==> src/logic/algo_cfg_pkg.sv <==
// package: offsets, field positions and reset values of the algorithm configuration bank
package algo_cfg_pkg;
    // ****************************************
    // geometry
    // ****************************************
    localparam int ADDR_W   = 12;
    localparam int DATA_W   = 32;
    localparam int NUM_REGS = 14;

    // ****************************************
    // register offsets
    // ****************************************
    localparam logic [ADDR_W-1:0] OFS_DETECT_CFG     = 12'h080;
    localparam logic [ADDR_W-1:0] OFS_REVERSE_CFG    = 12'h082;
    localparam logic [ADDR_W-1:0] OFS_STARTUP_A      = 12'h084;
    localparam logic [ADDR_W-1:0] OFS_STARTUP_B      = 12'h086;
    localparam logic [ADDR_W-1:0] OFS_LOOP_A         = 12'h088;
    localparam logic [ADDR_W-1:0] OFS_LOOP_B         = 12'h08A;
    localparam logic [ADDR_W-1:0] OFS_LOOP_C         = 12'h08C;
    localparam logic [ADDR_W-1:0] OFS_LOOP_D         = 12'h08E;
    localparam logic [ADDR_W-1:0] OFS_CURVE_A        = 12'h094;
    localparam logic [ADDR_W-1:0] OFS_CURVE_B        = 12'h096;
    localparam logic [ADDR_W-1:0] OFS_CURVE_C        = 12'h098;
    localparam logic [ADDR_W-1:0] OFS_CURVE_D        = 12'h09A;
    localparam logic [ADDR_W-1:0] OFS_CURVE_E        = 12'h09C;
    localparam logic [ADDR_W-1:0] OFS_CURVE_F        = 12'h09E;

    localparam logic [NUM_REGS-1:0][ADDR_W-1:0] REG_OFFSETS = {
        OFS_CURVE_F, OFS_CURVE_E, OFS_CURVE_D, OFS_CURVE_C, OFS_CURVE_B, OFS_CURVE_A,
        OFS_LOOP_D, OFS_LOOP_C, OFS_LOOP_B, OFS_LOOP_A,
        OFS_STARTUP_B, OFS_STARTUP_A, OFS_REVERSE_CFG, OFS_DETECT_CFG};

    localparam int IDX_DETECT_CFG = 0;

    // ****************************************
    // detect configuration word fields
    // ****************************************
    localparam int BIT_RESERVED_TOP      = 31;
    localparam int BIT_SPEED_DETECT_EN   = 30;
    localparam int BIT_DETECT_BRAKE_EN   = 29;
    localparam int BIT_DETECT_COAST_EN   = 28;
    localparam int BIT_REVERSE_DRIVE_EN  = 27;
    localparam int BIT_FORWARD_FORWARD_RESYNC_ENABLE = 26;
    localparam int BIT_BRAKE_METHOD      = 21;

    // ****************************************
    // reset values and masks
    // ****************************************
    localparam logic [DATA_W-1:0] RESET_VALUE   = 32'h0000_0000;
    localparam logic [DATA_W-1:0] DETECT_WMASK  = 32'h7FFF_FFFF;
    localparam logic [DATA_W-1:0] DEFAULT_WMASK = 32'hFFFF_FFFF;
    localparam logic [DATA_W-1:0] READ_ZERO     = 32'h0000_0000;
endpackage

==> src/logic/cfg_access_if.sv <==
// interface: register access signals between the bank and its storage word
`timescale 1ns/1ps
interface cfg_access_if;
    logic                            wrStrobe;
    logic [algo_cfg_pkg::DATA_W-1:0] wrData;
    logic [algo_cfg_pkg::DATA_W-1:0] wrMask;
    logic [algo_cfg_pkg::DATA_W-1:0] value;

    modport master
    (
        output wrStrobe,
        output wrData,
        output wrMask,
        input  value
    );
    modport word
    (
        input  wrStrobe,
        input  wrData,
        input  wrMask,
        output value
    );
endinterface

==> src/logic/cfg_word.sv <==
// module: one masked configuration storage word
`timescale 1ns/1ps
module cfg_word
(
    input  wire logic  clk,
    input  wire logic  rst_n,
    cfg_access_if.word acc
);
    logic [algo_cfg_pkg::DATA_W-1:0] word_reg;
    logic [algo_cfg_pkg::DATA_W-1:0] word_next;

    // masked bits keep their stored value, so read-only bits stay at reset
    assign word_next = acc.wrStrobe ? ((acc.wrData & acc.wrMask) | (word_reg & ~acc.wrMask))
                                    : word_reg;
    assign acc.value = word_reg;

    // storage flop
    always_ff @(posedge clk or negedge rst_n)
    begin
        if (!rst_n)
            word_reg <= algo_cfg_pkg::RESET_VALUE;
        else
            word_reg <= word_next;
    end
endmodule // cfg_word

==> src/logic/motor_algorithm_config_regs.sv <==
// module: algorithm configuration register bank with detect-word control outputs
// ****************************************
// ****************************************
`timescale 1ns/1ps
module motor_algorithm_config_regs
(
    input  wire logic                              clk,
    input  wire logic                              rst_n,
    input  wire logic                              regWrite,
    input  wire logic                              regRead,
    input  wire logic [algo_cfg_pkg::ADDR_W-1:0]   regAddr,
    input  wire logic [algo_cfg_pkg::DATA_W-1:0]   regWrData,
    output logic      [algo_cfg_pkg::DATA_W-1:0]   regRdData,
    output logic                                   regRdValid,
    output logic                                   regAddrError,
    output logic                                   speedDetectEnable,
    output logic                                   detectBrakeEnable,
    output logic                                   detectCoastEnable,
    output logic                                   reverseDriveEnable,
    output logic                                   forwardResyncEnable,
    output logic                                   brakeAllLowSide
);
    localparam int N = algo_cfg_pkg::NUM_REGS;

    // ****************************************
    // address decode
    // ****************************************
    // one-hot hit vector; reused for write and read selection
    function automatic logic [N-1:0] decode(input logic [algo_cfg_pkg::ADDR_W-1:0] a);
        logic [N-1:0] hit;
        hit = '0;
        for (int i = 0; i < N; i++)
            hit[i] = (a == algo_cfg_pkg::REG_OFFSETS[i]);
        return hit;
    endfunction

    logic [N-1:0]                    hitVec;
    logic                            anyHit;
    logic [N-1:0][algo_cfg_pkg::DATA_W-1:0] values;
    logic [algo_cfg_pkg::DATA_W-1:0] readMux;

    assign hitVec = decode(regAddr);
    assign anyHit = |hitVec;

    // ****************************************
    // storage words
    // ****************************************
    // unlisted offsets hit nothing, so writes there change no stored word
    generate
        for (genvar g = 0; g < N; g++)
        begin : g_word
            cfg_access_if acc();
            assign acc.wrStrobe = regWrite && hitVec[g];
            assign acc.wrData   = regWrData;
            // detect word top bit is read-only zero
            assign acc.wrMask   = (g == algo_cfg_pkg::IDX_DETECT_CFG)
                                ? algo_cfg_pkg::DETECT_WMASK : algo_cfg_pkg::DEFAULT_WMASK;
            assign values[g]    = acc.value;
            cfg_word u_word
            (
                .clk   (clk),
                .rst_n (rst_n),
                .acc   (acc)
            );
        end
    endgenerate

    // ****************************************
    // read path
    // ****************************************
    // and-or mux; unmapped offsets read zero rather than stale data
    always_comb
    begin
        readMux = algo_cfg_pkg::READ_ZERO;
        for (int i = 0; i < N; i++)
            readMux = readMux | (values[i] & {algo_cfg_pkg::DATA_W{hitVec[i]}});
    end

    logic [algo_cfg_pkg::DATA_W-1:0] detectWord;
    assign detectWord = values[algo_cfg_pkg::IDX_DETECT_CFG];

    // registered read answer, one cycle after the request
    always_ff @(posedge clk or negedge rst_n)
    begin
        if (!rst_n)
        begin
            regRdData    <= algo_cfg_pkg::READ_ZERO;
            regRdValid   <= 1'b0;
            regAddrError <= 1'b0;
        end
        else
        begin
            regRdData    <= regRead ? readMux : algo_cfg_pkg::READ_ZERO;
            regRdValid   <= regRead;
            regAddrError <= (regRead || regWrite) && !anyHit;
        end
    end

    // ****************************************
    // control outputs from the detect word
    // ****************************************
    // registered copies so every output comes from a flop; one cycle behind storage
    always_ff @(posedge clk or negedge rst_n)
    begin
        if (!rst_n)
        begin
            speedDetectEnable   <= 1'b0;
            detectBrakeEnable   <= 1'b0;
            detectCoastEnable   <= 1'b0;
            reverseDriveEnable  <= 1'b0;
            forwardResyncEnable <= 1'b0;
            brakeAllLowSide     <= 1'b0;
        end
        else
        begin
            speedDetectEnable   <= detectWord[algo_cfg_pkg::BIT_SPEED_DETECT_EN];
            detectBrakeEnable   <= detectWord[algo_cfg_pkg::BIT_DETECT_BRAKE_EN];
            detectCoastEnable   <= detectWord[algo_cfg_pkg::BIT_DETECT_COAST_EN];
            reverseDriveEnable  <= detectWord[algo_cfg_pkg::BIT_REVERSE_DRIVE_EN];
            forwardResyncEnable <= detectWord[algo_cfg_pkg::BIT_FORWARD_FORWARD_RESYNC_ENABLE];
            brakeAllLowSide     <= detectWord[algo_cfg_pkg::BIT_BRAKE_METHOD];
        end
    end

    // ****************************************
    // assertions
    // ****************************************
    // a write to the detect word lands with its top bit cleared
    a_detect_write_read: assert property (@(posedge clk) disable iff (!rst_n)
        regWrite && regAddr == algo_cfg_pkg::OFS_DETECT_CFG
        |=> detectWord == ($past(regWrData) & algo_cfg_pkg::DETECT_WMASK))
        else $error("detect word write did not land");

    // a read returns the stored word; a same-cycle write is not seen yet
    a_detect_readback: assert property (@(posedge clk) disable iff (!rst_n)
        regRead && regAddr == algo_cfg_pkg::OFS_DETECT_CFG
        |=> regRdValid && regRdData == $past(detectWord))
        else $error("detect word readback wrong");

    // the reserved top bit never reaches a read answer
    a_top_bit_zero: assert property (@(posedge clk) disable iff (!rst_n)
        regRdValid && $past(regAddr) == algo_cfg_pkg::OFS_DETECT_CFG
        |-> !regRdData[algo_cfg_pkg::BIT_RESERVED_TOP])
        else $error("reserved top bit read as one");

    // the stored top bit stays clear whatever the host writes
    a_top_bit_store: assert property (@(posedge clk) disable iff (!rst_n)
        !detectWord[algo_cfg_pkg::BIT_RESERVED_TOP])
        else $error("reserved top bit stored as one");

    // detect enable follows its written bit two edges after the write
    a_detect_enable: assert property (@(posedge clk) disable iff (!rst_n)
        regWrite && regAddr == algo_cfg_pkg::OFS_DETECT_CFG
        |=> ##1 speedDetectEnable == $past(regWrData[algo_cfg_pkg::BIT_SPEED_DETECT_EN], 2))
        else $error("detect enable not following bit");

    // brake enable follows its written bit two edges after the write
    a_brake_enable: assert property (@(posedge clk) disable iff (!rst_n)
        regWrite && regAddr == algo_cfg_pkg::OFS_DETECT_CFG
        |=> ##1 detectBrakeEnable == $past(regWrData[algo_cfg_pkg::BIT_DETECT_BRAKE_EN], 2))
        else $error("brake enable not following bit");

    // coast enable follows its written bit two edges after the write
    a_coast_enable: assert property (@(posedge clk) disable iff (!rst_n)
        regWrite && regAddr == algo_cfg_pkg::OFS_DETECT_CFG
        |=> ##1 detectCoastEnable == $past(regWrData[algo_cfg_pkg::BIT_DETECT_COAST_EN], 2))
        else $error("coast enable not following bit");

    // reverse drive enable follows its written bit two edges after the write
    a_reverse_enable: assert property (@(posedge clk) disable iff (!rst_n)
        regWrite && regAddr == algo_cfg_pkg::OFS_DETECT_CFG
        |=> ##1 reverseDriveEnable == $past(regWrData[algo_cfg_pkg::BIT_REVERSE_DRIVE_EN], 2))
        else $error("reverse enable not following bit");

    // resync enable follows its written bit two edges after the write
    a_resync_enable: assert property (@(posedge clk) disable iff (!rst_n)
        regWrite && regAddr == algo_cfg_pkg::OFS_DETECT_CFG
        |=> ##1 forwardResyncEnable == $past(regWrData[algo_cfg_pkg::BIT_FORWARD_FORWARD_RESYNC_ENABLE], 2))
        else $error("resync enable not following bit");

    // brake method follows its written bit two edges after the write
    a_brake_method: assert property (@(posedge clk) disable iff (!rst_n)
        regWrite && regAddr == algo_cfg_pkg::OFS_DETECT_CFG
        |=> ##1 brakeAllLowSide == $past(regWrData[algo_cfg_pkg::BIT_BRAKE_METHOD], 2))
        else $error("brake method not following bit");

    // levels mirror storage one edge late at all times, reset release included
    a_detect_level: assert property (@(posedge clk) disable iff (!rst_n)
        speedDetectEnable == $past(detectWord[algo_cfg_pkg::BIT_SPEED_DETECT_EN]))
        else $error("detect enable level wrong");

    // brake permission level against stored bit
    a_brake_level: assert property (@(posedge clk) disable iff (!rst_n)
        detectBrakeEnable == $past(detectWord[algo_cfg_pkg::BIT_DETECT_BRAKE_EN]))
        else $error("brake enable level wrong");

    // coast permission level against stored bit
    a_coast_level: assert property (@(posedge clk) disable iff (!rst_n)
        detectCoastEnable == $past(detectWord[algo_cfg_pkg::BIT_DETECT_COAST_EN]))
        else $error("coast enable level wrong");

    // reverse drive permission level against stored bit
    a_reverse_level: assert property (@(posedge clk) disable iff (!rst_n)
        reverseDriveEnable == $past(detectWord[algo_cfg_pkg::BIT_REVERSE_DRIVE_EN]))
        else $error("reverse enable level wrong");

    // resync permission level against stored bit
    a_resync_level: assert property (@(posedge clk) disable iff (!rst_n)
        forwardResyncEnable == $past(detectWord[algo_cfg_pkg::BIT_FORWARD_FORWARD_RESYNC_ENABLE]))
        else $error("resync enable level wrong");

    // brake method level against stored bit
    a_method_level: assert property (@(posedge clk) disable iff (!rst_n)
        brakeAllLowSide == $past(detectWord[algo_cfg_pkg::BIT_BRAKE_METHOD]))
        else $error("brake method level wrong");

    // an unmapped read is flagged and answers zero, never stale data
    a_unmapped_error: assert property (@(posedge clk) disable iff (!rst_n)
        regRead && !anyHit |=> regAddrError && regRdData == algo_cfg_pkg::READ_ZERO)
        else $error("unmapped read not flagged");

    // an unmapped write is flagged and leaves every stored word as it was
    a_refused_write: assert property (@(posedge clk) disable iff (!rst_n)
        regWrite && !anyHit |=> regAddrError && $stable(values))
        else $error("unmapped write changed storage");
endmodule // motor_algorithm_config_regs

==> config.mk <==
export PLATFORM = sky130hd
export DESIGN_NAME = motor_algorithm_config_regs
export DESIGN_NICKNAME = d
export VERILOG_FILES = /design/src/logic/algo_cfg_pkg.sv /design/src/logic/cfg_access_if.sv /design/src/logic/cfg_word.sv /design/src/logic/motor_algorithm_config_regs.sv
export SDC_FILE = /design/constraint.sdc
export NUM_CORES = 1
export LEC_CHECK = 0
export ABC_AREA = 0
export BUFFER_PORTS_ARGS = -buffer_cell sky130_fd_sc_hd__buf_2
export CAP_MARGIN = 25
export CORE_MARGIN = 1
export CORE_UTILIZATION = 65
export CTS_CLUSTER_SIZE = 14
export DETAILED_ROUTE_END_ITERATION = 10
export PLACE_DENSITY = 0.83
export SETUP_SLACK_MARGIN = 0.2
export SYNTH_ARGS = -nofsm -noshare
export SYNTH_HDL_FRONTEND = slang
export SYNTH_SLANG_ARGS = --single-unit
export TNS_END_PERCENT = 100
==> constraint.sdc <==
create_clock -name clk -period 3.7 [get_ports clk]
set_input_delay 0.555 -clock clk [delete_from_list [all_inputs] [get_ports clk]]
set_output_delay 0.555 -clock clk [all_outputs]
set_load 0.01 [all_outputs]
======== Yosys cells after proc, flatten, opt, wreduce, memory -nomap -nowiden ========
Index checks and enable logic that the tools add are counted.
word-level totals
  latch bits .............................. 0
  bits in read-only memories .............. 0
  register bits ........................... 488
  output and inout port bits .............. 40
  bits of input ports ..................... 48
  memories ................................ 0
  bits in writable memories ............... 0
cells by class
  mux-type cells .......................... 1
  equality and inequality tests ........... 14
  $mul .................................... 0
  divide/modulo/power cells ............... 0
  $lt $le $gt $ge ......................... 0
  bitwise operators ....................... 28
  shift operators ......................... 0
  add/subtract/negate cells ............... 0
  reductions and logical operators ........ 18
operators with widths
  cell                   number
  $and A32 B32 Y32       14
  $or A32 B32 Y32        13
  $eq A12 B8 Y1 const B  14
  $mux W32               1
  $or A31 B32 Y32        1
  $logic_and A1 B1 Y1    15
  $reduce_or A14 Y1      1
  $logic_not A1 Y1       1
  $logic_or A1 B1 Y1     1

======== Logic depth before layout (Yosys ltp) ========
Gate-level depths: netlist of run 1.
  depth after elaboration ................. 16
  depth in mapped cells ................... 8
  depth with buffers taken out ............ 5

======== Modules after synthesis ========
A second synthesis of run 1 with hierarchy kept.
unflattened totals
  cell total of the unflattened synthesis .. 1,992
  area total of the unflattened synthesis .. 25,235.5 um^2
modules (own cells, without submodules)
  module                       sequential area each (um^2)  cells each  area each (um^2)  times used
  cfg_word                     800.8                        99          1,427.6           14
  motor_algorithm_config_regs  1,001.0                      606         5,248.8           1

======== Least setup slack after synthesis of run 1 ========
Ideal clock, no wire load.
  path kind ............................... input -> register
  start ................................... in regAddr[9] in the netlist's numbering
  end ..................................... reg g_word[0].u_word.word_reg, in the netlist g_word[0].u_word.acc.value[10]
  arrival time ............................ 2,364 ps
  cell stages on the path ................. 6
  setup time .............................. 125 ps
  path slack .............................. 1,211 ps
  cells stage by stage .................... or4_1 -> nor3_2 -> and4b_1 -> clkbuf_1 -> buf_4 -> mux2_2
on the way
  cells in the longest elaborated chain, start to end .. 2
RTL lines
  element               line                               source
  start, declared       motor_algorithm_config_regs.sv:11  input wire logic [algo_cfg_pkg::ADDR_W-1:0] regAddr,
  $eq A12 B8 Y1         motor_algorithm_config_regs.sv:33  hit[i] = (a == algo_cfg_pkg::REG_OFFSETS[i]);
  $logic_and A1 B1 Y1   motor_algorithm_config_regs.sv:53  assign acc.wrStrobe = regWrite && hitVec[g];
  end signal, assigned  cfg_word.sv:21                     word_reg <= algo_cfg_pkg::RESET_VALUE;
  end signal, assigned  cfg_word.sv:23                     word_reg <= word_next;
  end, declared         cfg_word.sv:9                      logic [algo_cfg_pkg::DATA_W-1:0] word_reg;
No other way between the ends.
A chain may end at the register's enable or synchronous reset.

======== Final worst setup path of run 1 ========
  start ................................... in regAddr[9] in the netlist's numbering
  end ..................................... reg g_word[0].u_word.word_reg, in the netlist g_word[0].u_word.acc.value[15]
The elaborated chain is that of the path after synthesis.

==> results.toml, run 1 <==
[outcome]
status = "completed"

[clock_tree]
cts_max_level = 2
cts_root_buffer = "clkbuf_16"
clock_path_buffers = 3
clkTransAtPathRegs_ps = 60
cts_inserted_buffers = 49
cts_hold_buf = 0
ctsResizeCount = 0
cts_sinks = 487
cts_tree = "yes"
clock_latency_ps = 560
post_cts_buffers = 0

[place]
place_area_mm2 = 0.0227
portBuffers = 87
place_ws_ps = 694
post-place-cells = 2033
finalWeightedCongestion = 0.894
dpl.hpwl_um = 36500

[finish]
seq_area_mm2 = 0.0122
fin_cells = 2115
nFillCells = 2010
multi_input_area_mm2 = 0.00876
fin_nets = 1690
design_area_mm2 = 0.0242
post-route-util_pct = 74.7
drive_gt1_share_pct = 43.7
areaGrowthSynthToFinish_pct = 13.2

[synthesis]
synth-main-ff-cell = "dfrtp_1"
async_flop_share_pct = 100
ys_seq_elements = 487
synthCells = 1562
yosysWarnings = 0
synth_seq_area_share_pct = 56.9
synth_edf_count = 0
syn_avg_cell_area_um2 = 13.7
synth_area_mm2 = 0.0214
syn_nets = 1610
synth.distinct_cells = 56

[sta]
fin_tns_setup_ps = 0
fin_crit_sh_pct = 66.5
max_freq_mhz = 406
setup_viol = 0
maxSlewHeadroom_pct = 34.8
final_hold_viol_count = 0
setup_ws_ps = 1240
worst_hold_slack_ps = 50.7
fin_skew_ps = 11.3
rsz0062_at_grt = "false"
period_minus_slack_ps = 2460
worst_pin_slew_ps = 977
maxSlewViolCount = 0

[worst_hold_path]
hold_path.class = "in -> async"

[pwr]
switching_share_pct = 21.9
seq_power_share_pct = 50.4
intPower_mw = 8.30
p_comb_share_pct = 4.4
clock_power_share_pct = 45.2
irDropWorstVdd_uv = 419
power_density_mw_per_mm2 = 439
switchingPower_mw = 2.33
report.power.total_mw = 10.6
leakagePower_nw = 11.9

[grt]
grt_max_degree = 114
grt_overflow = 0
grt_pass1_vias = 15500
grt_use_met2_pct = 58.5
top_usage_layer = "met2"
use_met3_pct = 8.54
grt_pass1_wl_um = 92700
antenna_found_initial = 1
grt_util_met1_pct = 49.5
grt_use_total_pct = 37.0

[floorplan]
io_pins = 88
die_w_um = 183
dieArea_mm2 = 0.0337
die_h_um = 183
core_area_mm2 = 0.0325
num_rows = 66
start_util_pct = 66.0

[setup_path]
rr_startpoint = "g_word[3].u_word.acc.value[22]$_DFFE_PN0P_"
cp_data_required_time_ps = 4140
r2r_setup_slack_ps = 1850
cp-end-kind = "flop"
start_kind = "primary input"
startpoint = "regAddr[9]"
reg2reg_to = "regRdData[22]$_DFF_PN0_"
worstPathArrival_ps = 2900
r2r_cells = 4
cp_max_fo = 31
worstSetupPathType = "in -> reg"

[drt]
totalWireLength_um = 59800
dr.pass1.iters = 6
detail-route-antenna-nets = 0
drc = 0
vias = 14600
drtIter0Drc = 1575
vias_per_cell = 6.92
wire_per_inst_um = 28.3

[flow_run]
drv_cap = 0
## synthesized netlist by cell type, types with 2 or more instances
| master | n | area, um^2 |
|---|---|---|
| a211oi_1 | 6 | 45.0 |
| a21oi_1 | 28 | 140 |
| a221o_1 | 2 | 20.0 |
| a221oi_1 | 27 | 236 |
| a222oi_1 | 18 | 180 |
| a22o_1 | 14 | 123 |
| a22oi_1 | 70 | 526 |
| a31oi_1 | 10 | 62.6 |
| a32oi_1 | 12 | 105 |
| a41oi_1 | 6 | 52.6 |
| and2_1 | 2 | 12.5 |
| and3_1 | 3 | 18.8 |
| and4b_1 | 2 | 20.0 |
| buf_1 | 27 | 101 |
| buf_2 | 26 | 130 |
| buf_4 | 3 | 22.5 |
| clkbuf_1 | 82 | 308 |
| dfrtp_1 | 487 | 12200 |
| inv_1 | 2 | 7.51 |
| mux2_1 | 7 | 78.8 |
| mux2_2 | 478 | 5380 |
| mux2i_1 | 44 | 440 |
| nand2_1 | 42 | 158 |
| nand2b_1 | 7 | 43.8 |
| nand3_1 | 17 | 85.1 |
| nand4_1 | 4 | 25.0 |
| nor2_1 | 35 | 131 |
| nor2b_1 | 8 | 50.1 |
| nor3_1 | 11 | 55.1 |
| nor3_2 | 2 | 20.0 |
| nor3b_1 | 3 | 22.5 |
| nor4_1 | 4 | 25.0 |
| nor4b_2 | 2 | 30.0 |
| nor4bb_1 | 3 | 30.0 |
| o21ai_0 | 14 | 70.1 |
| o221ai_1 | 6 | 52.6 |
| o22a_1 | 3 | 26.3 |
| o22ai_1 | 10 | 62.6 |
| o2bb2ai_1 | 5 | 43.8 |
| o311ai_0 | 2 | 17.5 |
| o31a_1 | 3 | 26.3 |
| o32ai_1 | 7 | 61.3 |
| o41a_1 | 5 | 56.3 |
## cell families (layout without fill, tap and decap cells)
family,after synthesis,count (layout),share of synthesized area (%)
flip-flops,487,487,56.9
AO/OA/AOI/OAI,252,252,9.06
multiplexers,530,530,27.7
buffers and inverters,141,251,2.68
other,0,1,0
AND/OR/NAND/NOR,152,152,3.67
## worst max path at each step
stage	end	slack [ps]	depth (start not counted)
floorplan	g_word[0].u_word.acc.value[10]$_DFFE_PN0P_	1210	6
global placement	g_word[0].u_word.acc.value[24]$_DFFE_PN0P_	750	6
detailed placement	g_word[0].u_word.acc.value[15]$_DFFE_PN0P_	690	6
CTS	g_word[0].u_word.acc.value[22]$_DFFE_PN0P_	1250	6
global route	g_word[0].u_word.acc.value[8]$_DFFE_PN0P_	1190	6
finish	g_word[0].u_word.acc.value[15]$_DFFE_PN0P_	1240	6
## routing by layer
metal  wire (um)  vias to the layer above
met5           0                        -
met4        2740                        0
met3        6100                      229
met2       27800                      867
met1       23200                     7534
li1            -                     6003
## critical path, stage by stage
cell,delay [ps]
buf_2,110
or4_1,620
nor3_2,590
and4b_2,370
buf_12,260
mux2_2,380
## registers in the layout, indices dropped and copies added (netlist names)
signal and flops:
g_word.u_word.acc.value 447, regRdData 32, speedDetectEnable 1, regRdValid 1, regAddrError 1, detectBrakeEnable 1
forwardResyncEnable 1, reverseDriveEnable 1, brakeAllLowSide 1, detectCoastEnable 1
## cell usage in the layout, fill, tap and decap left out, types with 10 or more instances in the layout
cell type | Yosys | layout
a21oi_1 | 28 | 28
nor3_1 | 11 | 11
mux2i_1 | 44 | 44
buf_12 | 0 | 11
nand2_1 | 42 | 39
nand3_1 | 17 | 14
a222oi_1 | 18 | 18
o22ai_1 | 10 | 10
buf_4 | 3 | 70
o21ai_0 | 14 | 14
a221oi_1 | 27 | 27
clkbuf_16 | 0 | 49
clkbuf_8 | 0 | 14
a32oi_1 | 12 | 12
a22oi_1 | 70 | 70
a22o_1 | 14 | 14
buf_2 | 26 | 85
nor2_1 | 35 | 32
a31oi_1 | 10 | 10
clkbuf_1 | 82 | 16
dfrtp_1 | 487 | 487
mux2_2 | 478 | 478
## power by group through the flow
| stage | logic (mW) | registers (mW) | clock network (mW) |
|---|---|---|---|
| after floorplan | 0.177 | 5.46 | 0 |
| after global placement | 0.450 | 5.46 | 0 |
| after detailed placement | 0.459 | 5.46 | 0 |
| after CTS | 0.463 | 5.36 | 4.83 |
| after global routing | 0.502 | 5.36 | 5.06 |
| final | 0.469 | 5.36 | 4.81 |
## cell type report
type | count | share of cell area (%)
clock inverter | 2 | 0.248
tap | 442 | 2.28
multi-input combinational | 934 | 36.1
inverter | 3 | 0.0465
clock buffer | 79 | 6.10
sequential | 487 | 50.3
timing repair buffer | 167 | 4.89
antenna | 1 | 0.0103
(Power assumes the default switching activity.)
==> run 2, diff against run 1 <==
--- a/config.mk
+++ b/config.mk
@@ -9,10 +9,10 @@
 export BUFFER_PORTS_ARGS = -buffer_cell sky130_fd_sc_hd__buf_2
 export CAP_MARGIN = 25
 export CORE_MARGIN = 1
-export CORE_UTILIZATION = 65
+export CORE_UTILIZATION = 56
 export CTS_CLUSTER_SIZE = 14
 export DETAILED_ROUTE_END_ITERATION = 10
-export PLACE_DENSITY = 0.83
+export PLACE_DENSITY = 0.76
 export SETUP_SLACK_MARGIN = 0.2
 export SYNTH_ARGS = -nofsm -noshare
 export SYNTH_HDL_FRONTEND = slang
==> constraint.sdc (replaced) <==
create_clock -name clk -period 2.14 [get_ports clk]
set_input_delay 0.321 -clock clk [delete_from_list [all_inputs] [get_ports clk]]
set_output_delay 0.321 -clock clk [all_outputs]
set_load 0.01 [all_outputs]
==> results.toml, run 2 (synthesized netlist as in run 1, its figures left out) <==
[pwr]
power_density_mw_per_mm2 = 743
report.power.total_mw = 19.2
irDropWorstVdd_uv = 794
leakagePower_nw = 12.7

[setup_path]
slowest_stage = "or4_4"
max_stage_delay_ps = 570
worstPathArrival_ps = 2300
cp_max_fo = 5
cp-end-kind = "flop"
r2r_cells = 6
rr_startpoint = "g_word[9].u_word.acc.value[9]$_DFFE_PN0P_"
crit_chain = "buf_2, or4_4, buf_4, nor3_2, nand3_1, nor2_1, o41a_1"
r2r_setup_slack_ps = 480
cp_data_required_time_ps = 2650
start_kind = "primary input"
reg2reg_to = "regRdData[9]$_DFF_PN0_"
worstSetupPathType = "in -> reg"

[sta]
rsz0062_at_grt = "false"
worst_hold_slack_ps = 109
maxSlewHeadroom_pct = 62.8
final_hold_viol_count = 0
fin_skew_ps = 8.56
fin_crit_sh_pct = 83.5
setup_viol = 0
maxSlewViolCount = 0
worst_pin_slew_ps = 552
period_minus_slack_ps = 1790
max_freq_mhz = 559
fin_tns_setup_ps = 0

[clock_tree]
clock_latency_ps = 590
post_cts_buffers = 0
cts_max_level = 2
clkTransAtPathRegs_ps = 60
cts_inserted_buffers = 50
ctsResizeCount = 0
cts_tree = "yes"
clock_path_buffers = 3
cts_sinks = 487
cts_root_buffer = "clkbuf_16"

[finish]
final_cell_mix = "487 x dfrtp_1, 449 x mux2_2, 146 x buf_4"
nFillCells = 2670
final_common_cell = "dfrtp_1"
areaGrowthSynthToFinish_pct = 20.5
largest_reg_flops = 447
seq_area_mm2 = 0.0122
multi_input_area_mm2 = 0.00890
fin_nets = 1797
fin_cells = 2300
drive_gt1_share_pct = 48.3

[floorplan]
die_w_um = 198
die_h_um = 198
num_rows = 71
core_area_mm2 = 0.0377
start_util_pct = 56.8
io_pins = 88
dieArea_mm2 = 0.0390

[place]
post-place-cells = 2207
dpl.hpwl_um = 40800
portBuffers = 87
finalWeightedCongestion = 0.889

[worst_hold_path]
hold_start = "regRead"
hold_path.class = "in -> reg"
holdPathStages = 2
min_delay_worst_endpoint = "regRdValid$_DFF_PN0_"

[grt]
grt_max_degree = 78
grt_pass1_wl_um = 95900
grt_pass1_vias = 15600
grt_overflow = 0
antenna_found_initial = 1
grt_use_total_pct = 33.1

[drt]
totalWireLength_um = 62400
detail-route-antenna-nets = 0
drc = 0
drtIter0Drc = 1561
vias = 15000
dr.pass1.iters = 8
vias_per_cell = 6.54
wire_per_inst_um = 27.1

[outcome]
status = "completed"

[flow_run]
drv_cap = 0
==> run 2: cell count changes in the layout (fill, tap and decap cells not counted), sizes merged <==
cell	delta
clkbuf	-6
buf	+105
clkinv	+14
bufinv	+1
clkinvlp	+1
dlygate4sd3	+1
==> run 2: metrics by stage <==
step	setup slack (ps)	area [um^2]	util, %
after CTS	406	25800	68.5
final	352	25800	68.5
after global routing	252	25800	68.5
after global placement	-163	24100	63.9
after detailed placement	-185	24100	63.9
after floorplan	41.6	21700	-
==> run 2: routing by layer <==
layer | GRT usage, % | vias up | share of wire, %
met4 | 14.7 | 0 | 4.7
met2 | 52.1 | 789 | 46
met3 | 6.61 | 207 | 8.9
li1 | - | 6248 | -
met1 | 44.7 | 7800 | 40
met5 | 0 | - | 0
==> run 2: how the worst max path moves through the flow <==
stage                                                            end  depth (start not counted)   startpoint
after floorplan           g_word[0].u_word.acc.value[10]$_DFFE_PN0P_                          6  regAddr[10]
after global placement                        regRdData[9]$_DFF_PN0_                          8   regAddr[2]
after detailed placement   g_word[0].u_word.acc.value[0]$_DFFE_PN0P_                          6  regAddr[10]
after CTS                  g_word[0].u_word.acc.value[3]$_DFFE_PN0P_                          6  regAddr[10]
after global routing                          regRdData[9]$_DFF_PN0_                          8   regAddr[2]
final                                         regRdData[0]$_DFF_PN0_                          7  regAddr[10]
==> run 2: power by group <==
| part | internal, mW | total [mW] | leakage, nW | switching, mW |
|---|---|---|---|---|
| logic | 0.292 | 0.936 | 5.07 | 0.644 |
| clock network | 5.31 | 8.97 | 0.853 | 3.66 |
| registers | 9.25 | 9.27 | 6.80 | 0.0203 |
| total | 14.9 | 19.2 | 12.7 | 4.32 |
==> run 2: cell type report <==
type                    count  share of cell area (%)
multi-input cells         934                    34.5
clock inverters            18                   0.679
clock buffers              73                    5.94
well taps                 511                    2.48
flip-flops and latches    487                    47.2
inverters                   3                  0.0436
repair buffers            273                    9.10
diodes                      1                 0.00970
==> run 2: timing repair <==
item,CTS,global route
hold endpoints to repair,42,0
setup endpoints to repair,0,0
hold buffers,1,0
==> run 2: critical path: cells and delay by family <==
kind | cells | cell delay [ps]
compound gates | 1 | 200
buf+inv | 2 | 280
simple gates | 4 | 1500
